### src/rtl/dbg_serial_pkg.sv
// Constants, field layouts and state carriers of the debug serial port
package dbg_serial_pkg;

  // ==========================================================
  // Register offsets (byte addresses)
  localparam logic [7:0] OFF_CMD = 8'h00;
  localparam logic [7:0] OFF_CFG = 8'h04;
  localparam logic [7:0] OFF_IRQ_SET = 8'h08;
  localparam logic [7:0] OFF_IRQ_CLR = 8'h0C;
  localparam logic [7:0] OFF_IMASK = 8'h10;
  localparam logic [7:0] OFF_FLAGS = 8'h14;
  localparam logic [7:0] OFF_RXH = 8'h18;
  localparam logic [7:0] OFF_TXH = 8'h1C;
  localparam logic [7:0] OFF_BAUD = 8'h20;
  localparam logic [7:0] OFF_CID = 8'h40;
  localparam logic [7:0] OFF_CID_EXT = 8'h44;
  localparam logic [7:0] OFF_LOCK = 8'h48;

  // ==========================================================
  // Command bit positions
  localparam int CMD_RX_RESET = 2;
  localparam int CMD_TX_RESET = 3;
  localparam int CMD_RX_ON = 4;
  localparam int CMD_RX_OFF = 5;
  localparam int CMD_TX_ON = 6;
  localparam int CMD_TX_OFF = 7;
  localparam int CMD_CLR_ERR = 8;

  // ==========================================================
  // Config field positions and reset values
  localparam int CFG_CHECK_LSB = 9;
  localparam int CFG_LOOP_LSB = 14;
  localparam logic [2:0] CHECK_RESET = 3'h0;
  localparam logic [15:0] CD_RESET = 16'h0000;
  localparam logic [31:0] IMASK_RESET = 32'h0000_0000;

  // ==========================================================
  // Status and interrupt source positions
  localparam int ST_RX_AVAIL = 0;
  localparam int ST_TX_FREE = 1;
  localparam int ST_RX_XFER = 3;
  localparam int ST_TX_XFER = 4;
  localparam int ST_OVERRUN = 5;
  localparam int ST_FRAME = 6;
  localparam int ST_CHECK = 7;
  localparam int ST_TX_IDLE = 9;
  localparam int ST_TX_BUFE = 11;
  localparam int ST_RX_BUFF = 12;
  localparam int ST_DCC_CORE = 30;
  localparam int ST_DCC_HOST = 31;
  localparam logic [31:0] IRQ_VALID = 32'hC000_1AFB;

  // ==========================================================
  // Bit timing
  localparam logic [3:0] SUB_LAST = 4'hF;
  localparam logic [3:0] SUB_CENTER = 4'h7;
  localparam logic [3:0] TX_BITS_CHECK = 4'hB;
  localparam logic [3:0] TX_BITS_PLAIN = 4'hA;
  localparam logic [3:0] RX_BITS_CHECK = 4'h9;
  localparam logic [3:0] RX_BITS_PLAIN = 4'h8;

  // ==========================================================
  // Enumerations and state carriers
  typedef enum logic [1:0] {
    LOOP_NORMAL = 2'h0,
    LOOP_ECHO = 2'h1,
    LOOP_LOCAL = 2'h2,
    LOOP_REMOTE = 2'h3
  } loop_mode_t;

  typedef enum logic {TX_IDLE = 1'b0, TX_SHIFT = 1'b1} tx_state_t;

  typedef enum logic [1:0] {
    RX_IDLE = 2'h0,
    RX_START = 2'h1,
    RX_DATA = 2'h3,
    RX_STOP = 2'h2
  } rx_state_t;

  typedef struct packed {
    logic [15:0] cnt;
    logic tick;
  } baud_state_t;

  typedef struct packed {
    logic rx_en;
    logic rx_stop_pend;
    logic tx_en;
    logic tx_stop_pend;
    logic [2:0] check_type;
    loop_mode_t loop_select;
    logic [15:0] cd;
    logic [31:0] imask;
    logic overrun_flag;
    logic frame_flag;
    logic check_bit_err_flag;
    logic rx_char_avail;
    logic [7:0] rx_data;
    logic [7:0] thr;
    logic thr_full;
    tx_state_t tx_state;
    logic [3:0] tx_sub;
    logic [3:0] tx_left;
    logic [10:0] tx_sh;
    logic tx_line;
    rx_state_t rx_state;
    logic [3:0] rx_sub;
    logic [3:0] rx_cnt;
    logic [8:0] rx_sh;
    logic [31:0] rdata;
    logic slverr;
  } serial_state_t;

endpackage

### src/rtl/baud_tick_gen.sv
// Sixteen-times-oversampling tick divider for the serial port
`timescale 1ns/1ps
module baud_tick_gen (
  input wire logic pclk,
  input wire logic presetn,
  input wire logic [15:0] cd,
  output logic tick
);
  import dbg_serial_pkg::*;

  baud_state_t q_ff;
  baud_state_t nxt_q;

  always_comb begin
    nxt_q = q_ff;
    nxt_q.tick = 1'b0;
    // A zero divider stops the tick, leaving the line frozen
    if (cd == 16'h0000) begin
      nxt_q.cnt = 16'h0000;
    end else if (q_ff.cnt >= cd - 16'h0001) begin
      nxt_q.cnt = 16'h0000;
      nxt_q.tick = 1'b1;
    end else begin
      nxt_q.cnt = q_ff.cnt + 16'h0001;
    end
  end

  always_ff @(posedge pclk or negedge presetn) begin
    if (!presetn) begin
      q_ff <= '0;
    end else begin
      q_ff <= nxt_q;
    end
  end

  assign tick = q_ff.tick;
endmodule // baud_tick_gen

### src/rtl/debug_serial_ctrl.sv
// Debug serial port: APB register file, character engines and interrupt
// Functional notes
// [RULE_01] Receiver reset command stops and disables reception at once, dropping any character.
// [RULE_02] Transmitter reset command stops and disables transmission at once, dropping characters.
// [RULE_03] Receiver enable acts only when receiver disable is zero in that write.
// [RULE_04] Receiver disable without reset lets the current character finish first.
// [RULE_05] Transmitter enable acts only when transmitter disable is zero in that write.
// [RULE_06] Transmitter disable without reset finishes shifting and holding characters first.
// [RULE_07] Clear-errors command clears check, framing and overrun flags; zero does nothing.
// [RULE_08] Check type: even, odd, forced low, forced high, or none when top bit set.
// [RULE_09] Loop select: normal, automatic echo, local loopback, remote loopback.
// [RULE_10] Ones written to irq_set set mask bits; zeros leave them alone.
// [RULE_11] Debug-channel host flag at bit 31, core flag at bit 30.
// [RULE_12] Receive buffer full 12, transmit buffer empty 11, transfer ends 4 and 3.
// [RULE_13] Tx idle 9, check 7, framing 6, overrun 5, holding free 1, char 0.
// [RULE_14] Ones written to irq_clear clear mask bits; zeros do nothing.
// [RULE_15] Error flags stay set until a clear-errors command.
// [RULE_16] Tx idle high only when nothing held or shifting, low while disabled.
// [RULE_17] Character: low start, eight data bits LSB first, optional check, high stop.
// [RULE_18] Interrupt output high while any set flag has its mask bit set.
//
// The APB interface to the registers is this design's own decision.
`timescale 1ns/1ps
module debug_serial_ctrl #(
  // Arbitrary identification values
  parameter logic [31:0] CHIP_ID_VALUE = 32'h0A5A_0001,
  parameter logic [31:0] CHIP_ID_EXT_VALUE = 32'h0000_0000
) (
  input wire logic pclk,
  input wire logic presetn,
  input wire logic psel,
  input wire logic penable,
  input wire logic pwrite,
  input wire logic [7:0] paddr,
  input wire logic [31:0] pwdata,
  output logic [31:0] prdata,
  output logic pready,
  output logic pslverr,
  input wire logic serial_in_pin,
  output logic serial_out_pin,
  input wire logic rx_xfer_done,
  input wire logic tx_xfer_done,
  input wire logic tx_buf_drained,
  input wire logic rx_buf_filled,
  input wire logic dcc_host_wrote,
  input wire logic dcc_core_wrote,
  output logic irq
);
  import dbg_serial_pkg::*;

  // ==========================================================
  // Helper functions
  function automatic logic check_bit(input logic [7:0] d, input logic [2:0] t);
    case (t[1:0]) // [RULE_08]
      2'h0: check_bit = ^d;
      2'h1: check_bit = ~^d;
      2'h2: check_bit = 1'b0;
      default: check_bit = 1'b1;
    endcase
  endfunction

  function automatic logic is_mapped(input logic [7:0] a);
    case (a)
      OFF_CMD, OFF_CFG, OFF_IRQ_SET, OFF_IRQ_CLR, OFF_IMASK, OFF_FLAGS,
      OFF_RXH, OFF_TXH, OFF_BAUD, OFF_CID, OFF_CID_EXT, OFF_LOCK: is_mapped = 1'b1;
      default: is_mapped = 1'b0;
    endcase
  endfunction

  serial_state_t q_ff;
  serial_state_t nxt_q;
  logic tick;
  logic [31:0] status;
  logic rx_line;
  logic rx_run;
  logic tx_run;
  logic check_on;
  logic acc_wr;
  logic acc_rd;
  logic setup;
  logic [7:0] rx_byte;
  logic [31:0] cmd;

  baud_tick_gen u_baud (
    .pclk(pclk),
    .presetn(presetn),
    .cd(q_ff.cd),
    .tick(tick)
  );

  // ==========================================================
  // Status vector
  always_comb begin
    status = 32'h0000_0000;
    status[ST_RX_AVAIL] = q_ff.rx_char_avail; // [RULE_13]
    status[ST_TX_FREE] = q_ff.tx_en & ~q_ff.thr_full; // [RULE_13]
    status[ST_RX_XFER] = rx_xfer_done; // [RULE_12]
    status[ST_TX_XFER] = tx_xfer_done; // [RULE_12]
    status[ST_OVERRUN] = q_ff.overrun_flag; // [RULE_13]
    status[ST_FRAME] = q_ff.frame_flag; // [RULE_13]
    status[ST_CHECK] = q_ff.check_bit_err_flag; // [RULE_13]
    status[ST_TX_IDLE] = q_ff.tx_en & ~q_ff.thr_full & (q_ff.tx_state == TX_IDLE); // [RULE_16]
    status[ST_TX_BUFE] = tx_buf_drained; // [RULE_12]
    status[ST_RX_BUFF] = rx_buf_filled; // [RULE_12]
    status[ST_DCC_CORE] = dcc_core_wrote; // [RULE_11]
    status[ST_DCC_HOST] = dcc_host_wrote; // [RULE_11]
  end

  // ==========================================================
  // Line routing per loop mode
  always_comb begin
    // Local loopback feeds the receiver from our own shifter
    rx_line = (q_ff.loop_select == LOOP_LOCAL) ? q_ff.tx_line : serial_in_pin; // [RULE_09]
    // Remote loopback keeps both engines out of the way
    rx_run = q_ff.rx_en & (q_ff.loop_select != LOOP_REMOTE);
    tx_run = q_ff.tx_en & (q_ff.loop_select != LOOP_REMOTE);
    check_on = ~q_ff.check_type[2]; // [RULE_08]
    rx_byte = check_on ? q_ff.rx_sh[7:0] : q_ff.rx_sh[8:1];
    setup = psel & ~penable;
    acc_wr = psel & penable & pwrite;
    acc_rd = psel & penable & ~pwrite;
    cmd = (acc_wr && paddr == OFF_CMD) ? pwdata : 32'h0000_0000;
  end

  // ==========================================================
  // Next state
  always_comb begin
    nxt_q = q_ff;

    // Clear first so an error caught in this cycle still sets
    if (cmd[CMD_CLR_ERR]) begin
      nxt_q.overrun_flag = 1'b0; // [RULE_07]
      nxt_q.frame_flag = 1'b0; // [RULE_07]
      nxt_q.check_bit_err_flag = 1'b0; // [RULE_07]
    end
    if (acc_rd && paddr == OFF_RXH) begin
      nxt_q.rx_char_avail = 1'b0;
    end

    // Plain register writes
    if (acc_wr) begin
      case (paddr)
        OFF_CFG: begin
          nxt_q.check_type = pwdata[CFG_CHECK_LSB +: 3];
          nxt_q.loop_select = loop_mode_t'(pwdata[CFG_LOOP_LSB +: 2]);
        end
        OFF_IRQ_SET: nxt_q.imask = q_ff.imask | (pwdata & IRQ_VALID); // [RULE_10]
        OFF_IRQ_CLR: nxt_q.imask = q_ff.imask & ~pwdata; // [RULE_14]
        OFF_BAUD: nxt_q.cd = pwdata[15:0];
        OFF_TXH: begin
          // Writes while disabled are dropped
          if (q_ff.tx_en) begin
            nxt_q.thr = pwdata[7:0];
            nxt_q.thr_full = 1'b1;
          end
        end
        default: begin
        end
      endcase
    end

    // Transmit engine
    case (q_ff.tx_state)
      TX_IDLE: begin
        nxt_q.tx_line = 1'b1;
        if (tx_run && q_ff.thr_full) begin
          // A character written in the load cycle stays held, not lost
          nxt_q.thr_full = acc_wr && paddr == OFF_TXH;
          nxt_q.tx_state = TX_SHIFT;
          nxt_q.tx_sub = 4'h0;
          nxt_q.tx_sh = {1'b1, check_on ? check_bit(q_ff.thr, q_ff.check_type) : 1'b1,
                         q_ff.thr, 1'b0}; // [RULE_17]
          nxt_q.tx_left = check_on ? TX_BITS_CHECK : TX_BITS_PLAIN;
          nxt_q.tx_line = 1'b0; // [RULE_17]
        end else if (q_ff.tx_stop_pend && !q_ff.thr_full) begin
          nxt_q.tx_en = 1'b0; // [RULE_06]
          nxt_q.tx_stop_pend = 1'b0;
        end
      end
      TX_SHIFT: begin
        if (tick) begin
          if (q_ff.tx_sub == SUB_LAST) begin
            nxt_q.tx_sub = 4'h0;
            if (q_ff.tx_left == 4'h1) begin
              nxt_q.tx_state = TX_IDLE;
              nxt_q.tx_line = 1'b1;
            end else begin
              nxt_q.tx_sh = {1'b1, q_ff.tx_sh[10:1]}; // [RULE_17]
              nxt_q.tx_line = q_ff.tx_sh[1];
              nxt_q.tx_left = q_ff.tx_left - 4'h1;
            end
          end else begin
            nxt_q.tx_sub = q_ff.tx_sub + 4'h1;
          end
        end
      end
      default: nxt_q.tx_state = TX_IDLE;
    endcase

    // Receive engine, sampling each bit at its centre
    if (tick) begin
      case (q_ff.rx_state)
        RX_IDLE: begin
          if (rx_run && !rx_line) begin
            nxt_q.rx_state = RX_START;
            nxt_q.rx_sub = 4'h0;
          end
        end
        RX_START: begin
          if (q_ff.rx_sub == SUB_CENTER) begin
            // A glitch shorter than half a bit is not a start
            nxt_q.rx_state = rx_line ? RX_IDLE : RX_DATA; // [RULE_17]
            nxt_q.rx_sub = 4'h0;
            nxt_q.rx_cnt = 4'h0;
          end else begin
            nxt_q.rx_sub = q_ff.rx_sub + 4'h1;
          end
        end
        RX_DATA: begin
          if (q_ff.rx_sub == SUB_LAST) begin
            nxt_q.rx_sub = 4'h0;
            nxt_q.rx_sh = {rx_line, q_ff.rx_sh[8:1]}; // [RULE_17]
            nxt_q.rx_cnt = q_ff.rx_cnt + 4'h1;
            if (q_ff.rx_cnt + 4'h1 == (check_on ? RX_BITS_CHECK : RX_BITS_PLAIN)) begin
              nxt_q.rx_state = RX_STOP;
            end
          end else begin
            nxt_q.rx_sub = q_ff.rx_sub + 4'h1;
          end
        end
        RX_STOP: begin
          if (q_ff.rx_sub == SUB_LAST) begin
            nxt_q.rx_state = RX_IDLE;
            nxt_q.rx_data = rx_byte;
            nxt_q.rx_char_avail = 1'b1;
            if (q_ff.rx_char_avail) begin
              nxt_q.overrun_flag = 1'b1; // [RULE_15]
            end
            if (!rx_line) begin
              nxt_q.frame_flag = 1'b1; // [RULE_15]
            end
            if (check_on && q_ff.rx_sh[8] != check_bit(rx_byte, q_ff.check_type)) begin
              nxt_q.check_bit_err_flag = 1'b1; // [RULE_15]
            end
            if (q_ff.rx_stop_pend) begin
              nxt_q.rx_en = 1'b0; // [RULE_04]
              nxt_q.rx_stop_pend = 1'b0;
            end
          end else begin
            nxt_q.rx_sub = q_ff.rx_sub + 4'h1;
          end
        end
        default: nxt_q.rx_state = RX_IDLE;
      endcase
    end
    if (!rx_run && q_ff.rx_state != RX_IDLE && q_ff.loop_select == LOOP_REMOTE) begin
      nxt_q.rx_state = RX_IDLE;
    end

    // Enable and disable commands
    if (cmd[CMD_RX_OFF]) begin
      if (q_ff.rx_state == RX_IDLE) begin
        nxt_q.rx_en = 1'b0;
      end else begin
        nxt_q.rx_stop_pend = 1'b1; // [RULE_04]
      end
    end else if (cmd[CMD_RX_ON]) begin
      nxt_q.rx_en = 1'b1; // [RULE_03]
      nxt_q.rx_stop_pend = 1'b0;
    end
    if (cmd[CMD_TX_OFF]) begin
      if (q_ff.tx_state == TX_IDLE && !q_ff.thr_full) begin
        nxt_q.tx_en = 1'b0;
      end else begin
        nxt_q.tx_stop_pend = 1'b1; // [RULE_06]
      end
    end else if (cmd[CMD_TX_ON]) begin
      nxt_q.tx_en = 1'b1; // [RULE_05]
      nxt_q.tx_stop_pend = 1'b0;
    end

    // Resets follow the enable commands and override the enables and engine states set above
    if (cmd[CMD_RX_RESET]) begin
      nxt_q.rx_en = 1'b0; // [RULE_01]
      nxt_q.rx_stop_pend = 1'b0;
      nxt_q.rx_state = RX_IDLE; // [RULE_01]
      nxt_q.rx_sub = 4'h0;
      nxt_q.rx_cnt = 4'h0;
    end
    if (cmd[CMD_TX_RESET]) begin
      nxt_q.tx_en = 1'b0; // [RULE_02]
      nxt_q.tx_stop_pend = 1'b0;
      nxt_q.tx_state = TX_IDLE; // [RULE_02]
      nxt_q.thr_full = 1'b0;
      nxt_q.tx_line = 1'b1;
    end

    // Read data and error answer captured in the setup cycle
    if (setup) begin
      nxt_q.slverr = ~is_mapped(paddr);
      case (paddr)
        OFF_CFG: nxt_q.rdata = {16'h0000, q_ff.loop_select, 2'h0,
                                q_ff.check_type, 9'h000};
        OFF_IMASK: nxt_q.rdata = q_ff.imask;
        OFF_FLAGS: nxt_q.rdata = status;
        OFF_RXH: nxt_q.rdata = {24'h000000, q_ff.rx_data};
        OFF_BAUD: nxt_q.rdata = {16'h0000, q_ff.cd};
        OFF_CID: nxt_q.rdata = CHIP_ID_VALUE;
        OFF_CID_EXT: nxt_q.rdata = CHIP_ID_EXT_VALUE;
        default: nxt_q.rdata = 32'h0000_0000;
      endcase
    end
  end

  // ==========================================================
  // State register
  always_ff @(posedge pclk or negedge presetn) begin
    if (!presetn) begin
      q_ff <= '0;
      q_ff.check_type <= CHECK_RESET;
      q_ff.cd <= CD_RESET;
      q_ff.imask <= IMASK_RESET;
      q_ff.tx_line <= 1'b1;
    end else begin
      q_ff <= nxt_q;
    end
  end

  // ==========================================================
  // Outputs
  always_comb begin
    case (q_ff.loop_select) // [RULE_09]
      LOOP_ECHO: serial_out_pin = serial_in_pin;
      LOOP_LOCAL: serial_out_pin = 1'b1;
      LOOP_REMOTE: serial_out_pin = serial_in_pin;
      default: serial_out_pin = q_ff.tx_line;
    endcase
  end

  assign prdata = q_ff.rdata;
  assign pready = 1'b1;
  assign pslverr = q_ff.slverr;
  assign irq = |(status & q_ff.imask); // [RULE_18]
endmodule // debug_serial_ctrl

### config.mk
export PLATFORM = sky130hd
export DESIGN_NAME = debug_serial_ctrl
export DESIGN_NICKNAME = d
export VERILOG_FILES = /design/src/rtl/dbg_serial_pkg.sv /design/src/rtl/baud_tick_gen.sv /design/src/rtl/debug_serial_ctrl.sv
export SDC_FILE = /design/constraint.sdc
export NUM_CORES = 1
export LEC_CHECK = 0
export BUFFER_PORTS_ARGS = -buffer_cell sky130_fd_sc_hd__buf_2
export CAP_MARGIN = 15
export CORE_UTILIZATION = 30
export DETAILED_ROUTE_END_ITERATION = 7
export GPL_ROUTABILITY_DRIVEN = 1
export PLACE_DENSITY = 0.53
export SETUP_SLACK_MARGIN = 0.15
export SLEW_MARGIN = 5
export SYNTH_ARGS = -nofsm -noshare
export SYNTH_HDL_FRONTEND = slang
export SYNTH_SLANG_ARGS = --single-unit
### constraint.sdc
create_clock -name pclk -period 4.5 [get_ports pclk]
set_input_delay 0.225 -clock pclk [delete_from_list [all_inputs] [get_ports pclk]]
set_output_delay 0.225 -clock pclk [all_outputs]
set_load 0.05 [all_outputs]
==> results of run 1 <==
==> logic make-up (layout without fill, tap and decap cells) <==
group	count (synthesis)	count (layout)	synth area share
multiplexers	50	50	0.0623
flip-flops	167	167	0.477
AND/OR/NAND/NOR	230	230	0.128
other	1	1	0.000427
buffers and inverters	92	157	0.0595
XOR/XNOR	50	50	0.0515
AO/OA/AOI/OAI	243	243	0.189
adder cells (fa/ha/maj)	23	23	0.0328
==> routing by layer <==
layer	vias to the layer above	track usage	wire length, µm
met2	171	0.237	10500
li1	3178	-	-
met1	3307	0.224	11000
met3	31	0.0226	949
met5	-	0	0
met4	0	0.0560	482
==> per-stage QoR <==
stage / hold WS (ns) / std cells / util / worst slack [ns]
final: 0.0147 / 1305 / 0.352 / 1.13
after global routing: 0.0192 / 1305 / 0.352 / 0.814
after CTS: 0.000364 / 1304 / 0.352 / 1.12
after detailed placement: 0.317 / 1253 / 0.324 / 1.15
after global placement: 0.322 / 1253 / 0.324 / 1.29
after floorplan: -0.0706 / 856 / - / 1.57
==> synth_stat cells (26+ instances only) <==
master | instances | area [µm²]
buf_4 | 33 | 248
clkbuf_1 | 33 | 124
nor2_1 | 67 | 251
o21ai_0 | 45 | 225
nand2_1 | 64 | 240
dfrtp_1 | 166 | 4150
xnor2_1 | 28 | 245
nand3_1 | 26 | 130
a21oi_1 | 52 | 260
mux2_2 | 37 | 417
==> critical path, cell delays in order (launching register included) <==
cell and delay, ns:
dfrtp_1 0.43, nor4_2 0.38, nor2b_1 0.26, nand2_1 0.11
nor3_1 0.19, xnor2_1 0.15, ha_1 0.27, a21o_1 0.18
a21o_1 0.17, a21oi_1 0.33, a21oi_1 0.13, nand2b_2 0.41
a21boi_0 0.25
==> flip-flops by register name, indices dropped and copies added, names as in the netlist, named ones only <==
signal       flops
q_ff           105
u_baud.q_ff     16
u_baud.tick      1
prdata          32
pslverr          1
==> power groups by stage <==
| stage | Clock [W] | Sequential, W | Combinational [W] |
|---|---|---|---|
| final | 0.00150 | 0.00154 | 0.000269 |
| after global placement | 0 | 0.00157 | 0.000259 |
| after detailed placement | 0 | 0.00157 | 0.000260 |
| after global routing | 0.00159 | 0.00155 | 0.000300 |
| after floorplan | 0 | 0.00156 | 0.000166 |
| after CTS | 0.00152 | 0.00154 | 0.000275 |
==> final cells by class <==
class | count | area, µm² | area share
Timing Repair Buffer | 112 | 692 | 0.0685
Inverter | 13 | 48.8 | 0.00483
Clock inverter | 15 | 179 | 0.0177
Sequential cell | 167 | 4180 | 0.414
Clock buffer | 17 | 425 | 0.0421
Multi-Input combinational cell | 597 | 4100 | 0.405
Tap cell | 384 | 480 | 0.0476
==> timing repair <==
action,4_1_cts,5_1_grt
hold buffers,19,0
endpoints found under the setup margin,0,0
hold endpoints to repair,89,0
==> worst paths after layout <==
kind / from / to
setup / recovery: q_ff[131]$_DFFE_PN0P_ / u_baud.q_ff[2]$_DFF_PN0_
hold / removal: pwdata[15] / q_ff[109]$_DFFE_PN0P_
setup reg to reg: q_ff[131]$_DFFE_PN0P_ / u_baud.q_ff[2]$_DFF_PN0_
hold reg to reg: prdata[8]$_DFFE_PN0P_ / prdata[8]$_DFFE_PN0P_
max in group asynchronous: presetn / prdata[11]$_DFFE_PN0P_
min in group asynchronous: presetn / q_ff[57]$_DFFE_PN0P_
==> reports/qor.yml, run 1 <==
cts:
  cts_num_sinks: 167
  ctsResizeCount: 0
  clockBufferDepth: 2
  clk_pin_slew_ns: 0.08
  clk_latency_ns: 0.44
  h-tree-depth: 4
  cts_buffers: 17
  cts_setup_buffers: 0
  cts_root_buffer: "clkbuf_16"
  tritoncts: "done"
job:
  cap_violations: 0
setup_path:
  arrival_ns: 3.72
  worstPathRequired_ns: 4.84
  crit_fanout: 16
  critPathLaunchType: "flop"
  ff2ff_setup_slack_ns: 1.13
  cp-end-kind: "flop"
  crit_type: "flop to flop"
  rr_worst_depth: 12
final_layout:
  syn2layout_area_growth_pct: 15.1
  drive_gt1_frac: 0.206
  final_cell_mix: "dfrtp_1 (166), buf_2 (85), nor2_1 (67)"
  stdcell_area_um2: 10100
  layout_commonest_cell: "dfrtp_1"
  fillers: 2988
  fin_nets: 983
  diodes: 0
yosys:
  async_flop_share: 1.00
  avgSynthCellArea_um2: 10.2
  syn-cell-area_um2: 8770
  yosysSeqAreaShare: 0.477
  synth_edf_count: 0
  ys_types: 70
  ys_seq_elements: 167
  synthFlopType: "dfrtp_1"
  synthCells: 856
  yosysWarnings: 0
  syn_nets: 931
global_routing:
  grt_max_degree: 96
  groute.usage.overall: 0.156
  grt_pass1_wl_um: 36500
  grt_pass1_vias: 6220
  globalRouteOverflowTotal: 0
  antenna_found_initial: 0
die:
  core_um2: 28700
  rows: 62
  die_h_um: 173
  die_w_um: 173
  design.die.area_um2: 29900
  start_util: 0.306
  ios: 88
pwr:
  ir_drop_uv: 185
  netSwitchingFraction: 0.285
  power_switching_w: 0.000945
  p_clk_frac: 0.453
  p_leak_nw: 4.67
  seqPwrFrac: 0.466
  powerDensity_nw_per_um2: 328
  power_w: 0.00331
  p_int_w: 0.00237
  combPwrFrac: 0.081
placed_design:
  portBuffers: 86
  dp_hpwl_um: 16500
  placed_cell_area_um2: 9300
  finalWeightedCongestion: 0.785
route:
  vias: 6687
  antenna_left: 0
  drt-pass1-iter-count: 7
  drc_errors: 0
  wirelength_um: 22900
  detail_route.iter0.violations: 454
  drt-vias-per-instance: 5.12
  wl_per_cell_um: 17.6
timing:
  maxSlewViolCount: 0
  hold_viol: 0
  max_freq_mhz: 297
  min_period_ns: 3.37
  slew_headroom: 0.353
  fin_setup_tns_ns: 0
  setup_viol: 0
  min_period_over_period: 0.749
  rsz0062_at_grt: "false"
  clock_skew_ns: 0.0118
  worst_pin_slew_ns: 0.962
min_path:
  min_path_type: "input pin to flop"
  whs_path_depth: 2
run_status:
  status: "finished clean"
(Power assumes the default switching activity.)
==> run 2: changes to the inputs <==
--- a/config.mk
+++ b/config.mk
@@ -5,6 +5,7 @@
 export SDC_FILE = /design/constraint.sdc
 export NUM_CORES = 1
 export LEC_CHECK = 0
+export ABC_AREA = 1
 export BUFFER_PORTS_ARGS = -buffer_cell sky130_fd_sc_hd__buf_2
 export CAP_MARGIN = 15
 export CORE_UTILIZATION = 30
==> constraint.sdc (replaced) <==
create_clock -name pclk -period 3.4 [get_ports pclk]
set_input_delay 0.17 -clock pclk [delete_from_list [all_inputs] [get_ports pclk]]
set_output_delay 0.17 -clock pclk [all_outputs]
set_load 0.05 [all_outputs]
==> run 2 against run 1 <==
Effect of this change:
- via count grew 19%
- power up 34%
- largest cell class unchanged
- critical endpoint is now u_baud.tick$_DFF_PN0_
- register-to-register slack got worse by 0.69 ns
- count of clock-buffer cells in the layout up 4
- worst setup slack worse by 0.69 ns
- fmax grew 14%
==> reports/qor.yml, run 2 <==
setup_path:
  worstSetupEndpoint: "u_baud.tick$_DFF_PN0_"
  crit_fanout: 16
  rr_worst_depth: 20
  arrival_ns: 3.29
  cp-end-kind: "flop"
  r2r_start: "q_ff[126]$_DFFE_PN0P_"
  critPathLaunch: "q_ff[126]$_DFFE_PN0P_"
  ff2ff_setup_slack_ns: 0.44
  critPathLaunchType: "flop"
  worstPathRequired_ns: 3.73
  crit_type: "flop to flop"
  reg2reg_to: "u_baud.tick$_DFF_PN0_"
placed_design:
  dp_hpwl_um: 18400
  finalWeightedCongestion: 0.886
  placed_cell_area_um2: 9910
  portBuffers: 86
final_layout:
  drive_gt1_frac: 0.143
  syn2layout_area_growth_pct: 15.4
  seq_area_um2: 4180
  stdcell_area_um2: 10700
  fillers: 3205
  final_cell_mix: "nand2_1 (393), dfrtp_1 (166), inv_1 (129)"
  multiInputGateArea_um2: 4170
  layout_commonest_cell: "nand2_1"
  diodes: 0
  largest_reg_flops: 105
  top_register: "q_ff"
  fin_nets: 1360
timing:
  hold_viol: 0
  max_freq_mhz: 338
  setup_viol: 0
  clock_skew_ns: 0.00749
  fin_setup_tns_ns: 0
  worst_pin_slew_ns: 1.04
  min_period_ns: 2.96
  whs_ns: 0.0243
  slew_headroom: 0.306
  maxSlewViolCount: 0
  min_period_over_period: 0.871
  rsz0062_at_grt: "false"
pwr:
  netSwitchingFraction: 0.256
  ir_drop_uv: 289
  seqPwrFrac: 0.469
  p_int_w: 0.00330
  power_switching_w: 0.00113
  p_leak_nw: 5.36
  p_clk_frac: 0.447
  combPwrFrac: 0.083
  powerDensity_nw_per_um2: 413
cts:
  cts_num_sinks: 167
  tritoncts: "done"
  cts_setup_buffers: 0
  h-tree-depth: 4
  clockBufferDepth: 2
  cts_buffers: 17
  clk_latency_ns: 0.43
  clk_pin_slew_ns: 0.07
  cts_root_buffer: "clkbuf_16"
route:
  vias: 7966
  detail_route.iter0.violations: 675
  drt-pass1-iter-count: 5
  antenna_left: 0
  wl_per_cell_um: 14.7
  wirelength_um: 24900
  drc_errors: 0
  drt-vias-per-instance: 4.70
yosys:
  yosysWarnings: 0
  syn_nets: 1289
  async_flop_share: 1.00
  yosysMostFrequentCell: "nand2_1"
  synthFlopType: "dfrtp_1"
  yosysTopAreaCell: "dfrtp_1"
  synthCells: 1214
  synth_edf_count: 0
  yosys-top-cells-count: "nand2_1 (393), dfrtp_1 (166), inv_1 (129)"
  syn-cell-area_um2: 9290
  ys_types: 53
  avgSynthCellArea_um2: 7.65
  yosysSeqAreaShare: 0.450
  netlist_top_cells_area: "dfrtp_1 (45%), nand2_1 (16%), inv_1 (5.2%)"
  ys_seq_elements: 167
  synthDominantCellAreaShare: 0.447
run_status:
  status: "finished clean"
global_routing:
  globalRouteOverflowTotal: 0
  antenna_found_initial: 1
  grt_max_degree: 93
  grt_pass1_vias: 7640
  grt_pass1_wl_um: 40700
  groute.usage.overall: 0.166
die:
  die_h_um: 178
  design.die.area_um2: 31700
  rows: 64
  die_w_um: 178
  start_util: 0.305
  ios: 88
  core_um2: 30500
job:
  cap_violations: 0
min_path:
  min_path_type: "input pin to flop"
==> run 2: cell count changes after synthesis, moves of 15 or more <==
| cell | delta |
|---|---|
| a21boi_0 | -15 |
| a22oi_1 | -20 |
| a31oi_1 | -17 |
| clkbuf_1 | -16 |
| inv_1 | +116 |
| inv_2 | +16 |
| mux2_2 | -36 |
| nand2_1 | +329 |
| nand3_1 | +29 |
| o21ai_0 | +38 |
| o21ai_1 | +35 |
| o22ai_1 | +15 |
| xnor2_1 | -26 |
==> run 2: kinds of logic (layout without fill, tap and decap cells) <==
family,count (synthesis),count (layout),synth area share
compound gates,214,214,0.128
xor+xnor,16,16,0.0151
fa+ha+maj,23,23,0.0310
buf+inv,211,295,0.102
flops,167,167,0.450
mux,1,1,0.00121
other cells,1,1,0.000404
simple gates,581,581,0.272
==> run 2: metrics by stage <==
| step | util | power (W) | setup slack (ns) | std cells |
|---|---|---|---|---|
| after global placement | 0.325 | 0.00247 | 0.459 | 1640 |
| after floorplan | - | 0.00231 | 0.602 | 1214 |
| after global routing | 0.351 | 0.00461 | 0.155 | 1694 |
| final | 0.351 | 0.00443 | 0.437 | 1694 |
| after detailed placement | 0.325 | 0.00247 | 0.350 | 1640 |
| after CTS | 0.351 | 0.00449 | 0.336 | 1694 |
==> run 2: area by class of cell <==
cell class,count,share of cell area
flip-flops and latches,167,0.390
well taps,396,0.0462
multi-input cells,836,0.389
clock inverters,11,0.0113
repair buffers,118,0.0694
clock buffers,21,0.0439
inverters,145,0.0508
==> run 2: layer usage <==
metal,up-vias,track usage,part of all wire
met5,-,0,0
met4,0,0.0406,0.0091
met3,15,0.0371,0.052
met2,156,0.264,0.46
met1,3768,0.229,0.48
li1,4027,-,-
==> run 2: how the worst min path moves through the flow <==
stage / from / end / slack (ns) / cells past startpoint
floorplan: presetn / async pin / -0.13 / 0
global placement: presetn / prdata[19]$_DFFE_PN0P_ / 0.34 / 1
detailed placement: presetn / prdata[23]$_DFFE_PN0P_ / 0.34 / 1
CTS: pwdata[12] / q_ff[138]$_DFFE_PN0P_ / 0.01 / 2
global route: pwdata[12] / q_ff[138]$_DFFE_PN0P_ / 0.03 / 2
finish: pwdata[12] / q_ff[138]$_DFFE_PN0P_ / 0.02 / 2
==> run 2: power by group through the flow <==
stage / clock (W) / combinational (W) / sequential [W]
after global placement: 0 / 0.000353 / 0.00212
after floorplan: 0 / 0.000210 / 0.00210
after CTS: 0.00204 / 0.000377 / 0.00208
final: 0.00198 / 0.000370 / 0.00208
after global routing: 0.00211 / 0.000419 / 0.00208
after detailed placement: 0 / 0.000356 / 0.00212
==> run 2: worst max-delay path, stage by stage, from the launching register on <==
cell     delay (ns)
dfrtp_1        0.42
inv_1          0.14
ha_1           0.23
nand2_2        0.10
nor2_4         0.10
nand2_4        0.07
nor2_4         0.12
nand3_1        0.11
nor3_1         0.19
xor2_1         0.17
inv_1          0.05
ha_1           0.27
nand2_1        0.08
inv_1          0.04
nand3_1        0.10
inv_1          0.05
a21oi_1        0.19
nand3_1        0.10
buf_4          0.21
nand2_2        0.07
inv_2          0.04
==> run 2: what timing repair did <==
| action | in CTS | in global routing |
|---|---|---|
| endpoints found under the setup margin | 0 | 16 |
| hold buffers | 22 | 0 |
| hold endpoints to repair | 112 | 0 |
| resized for setup | 0 | 1 |
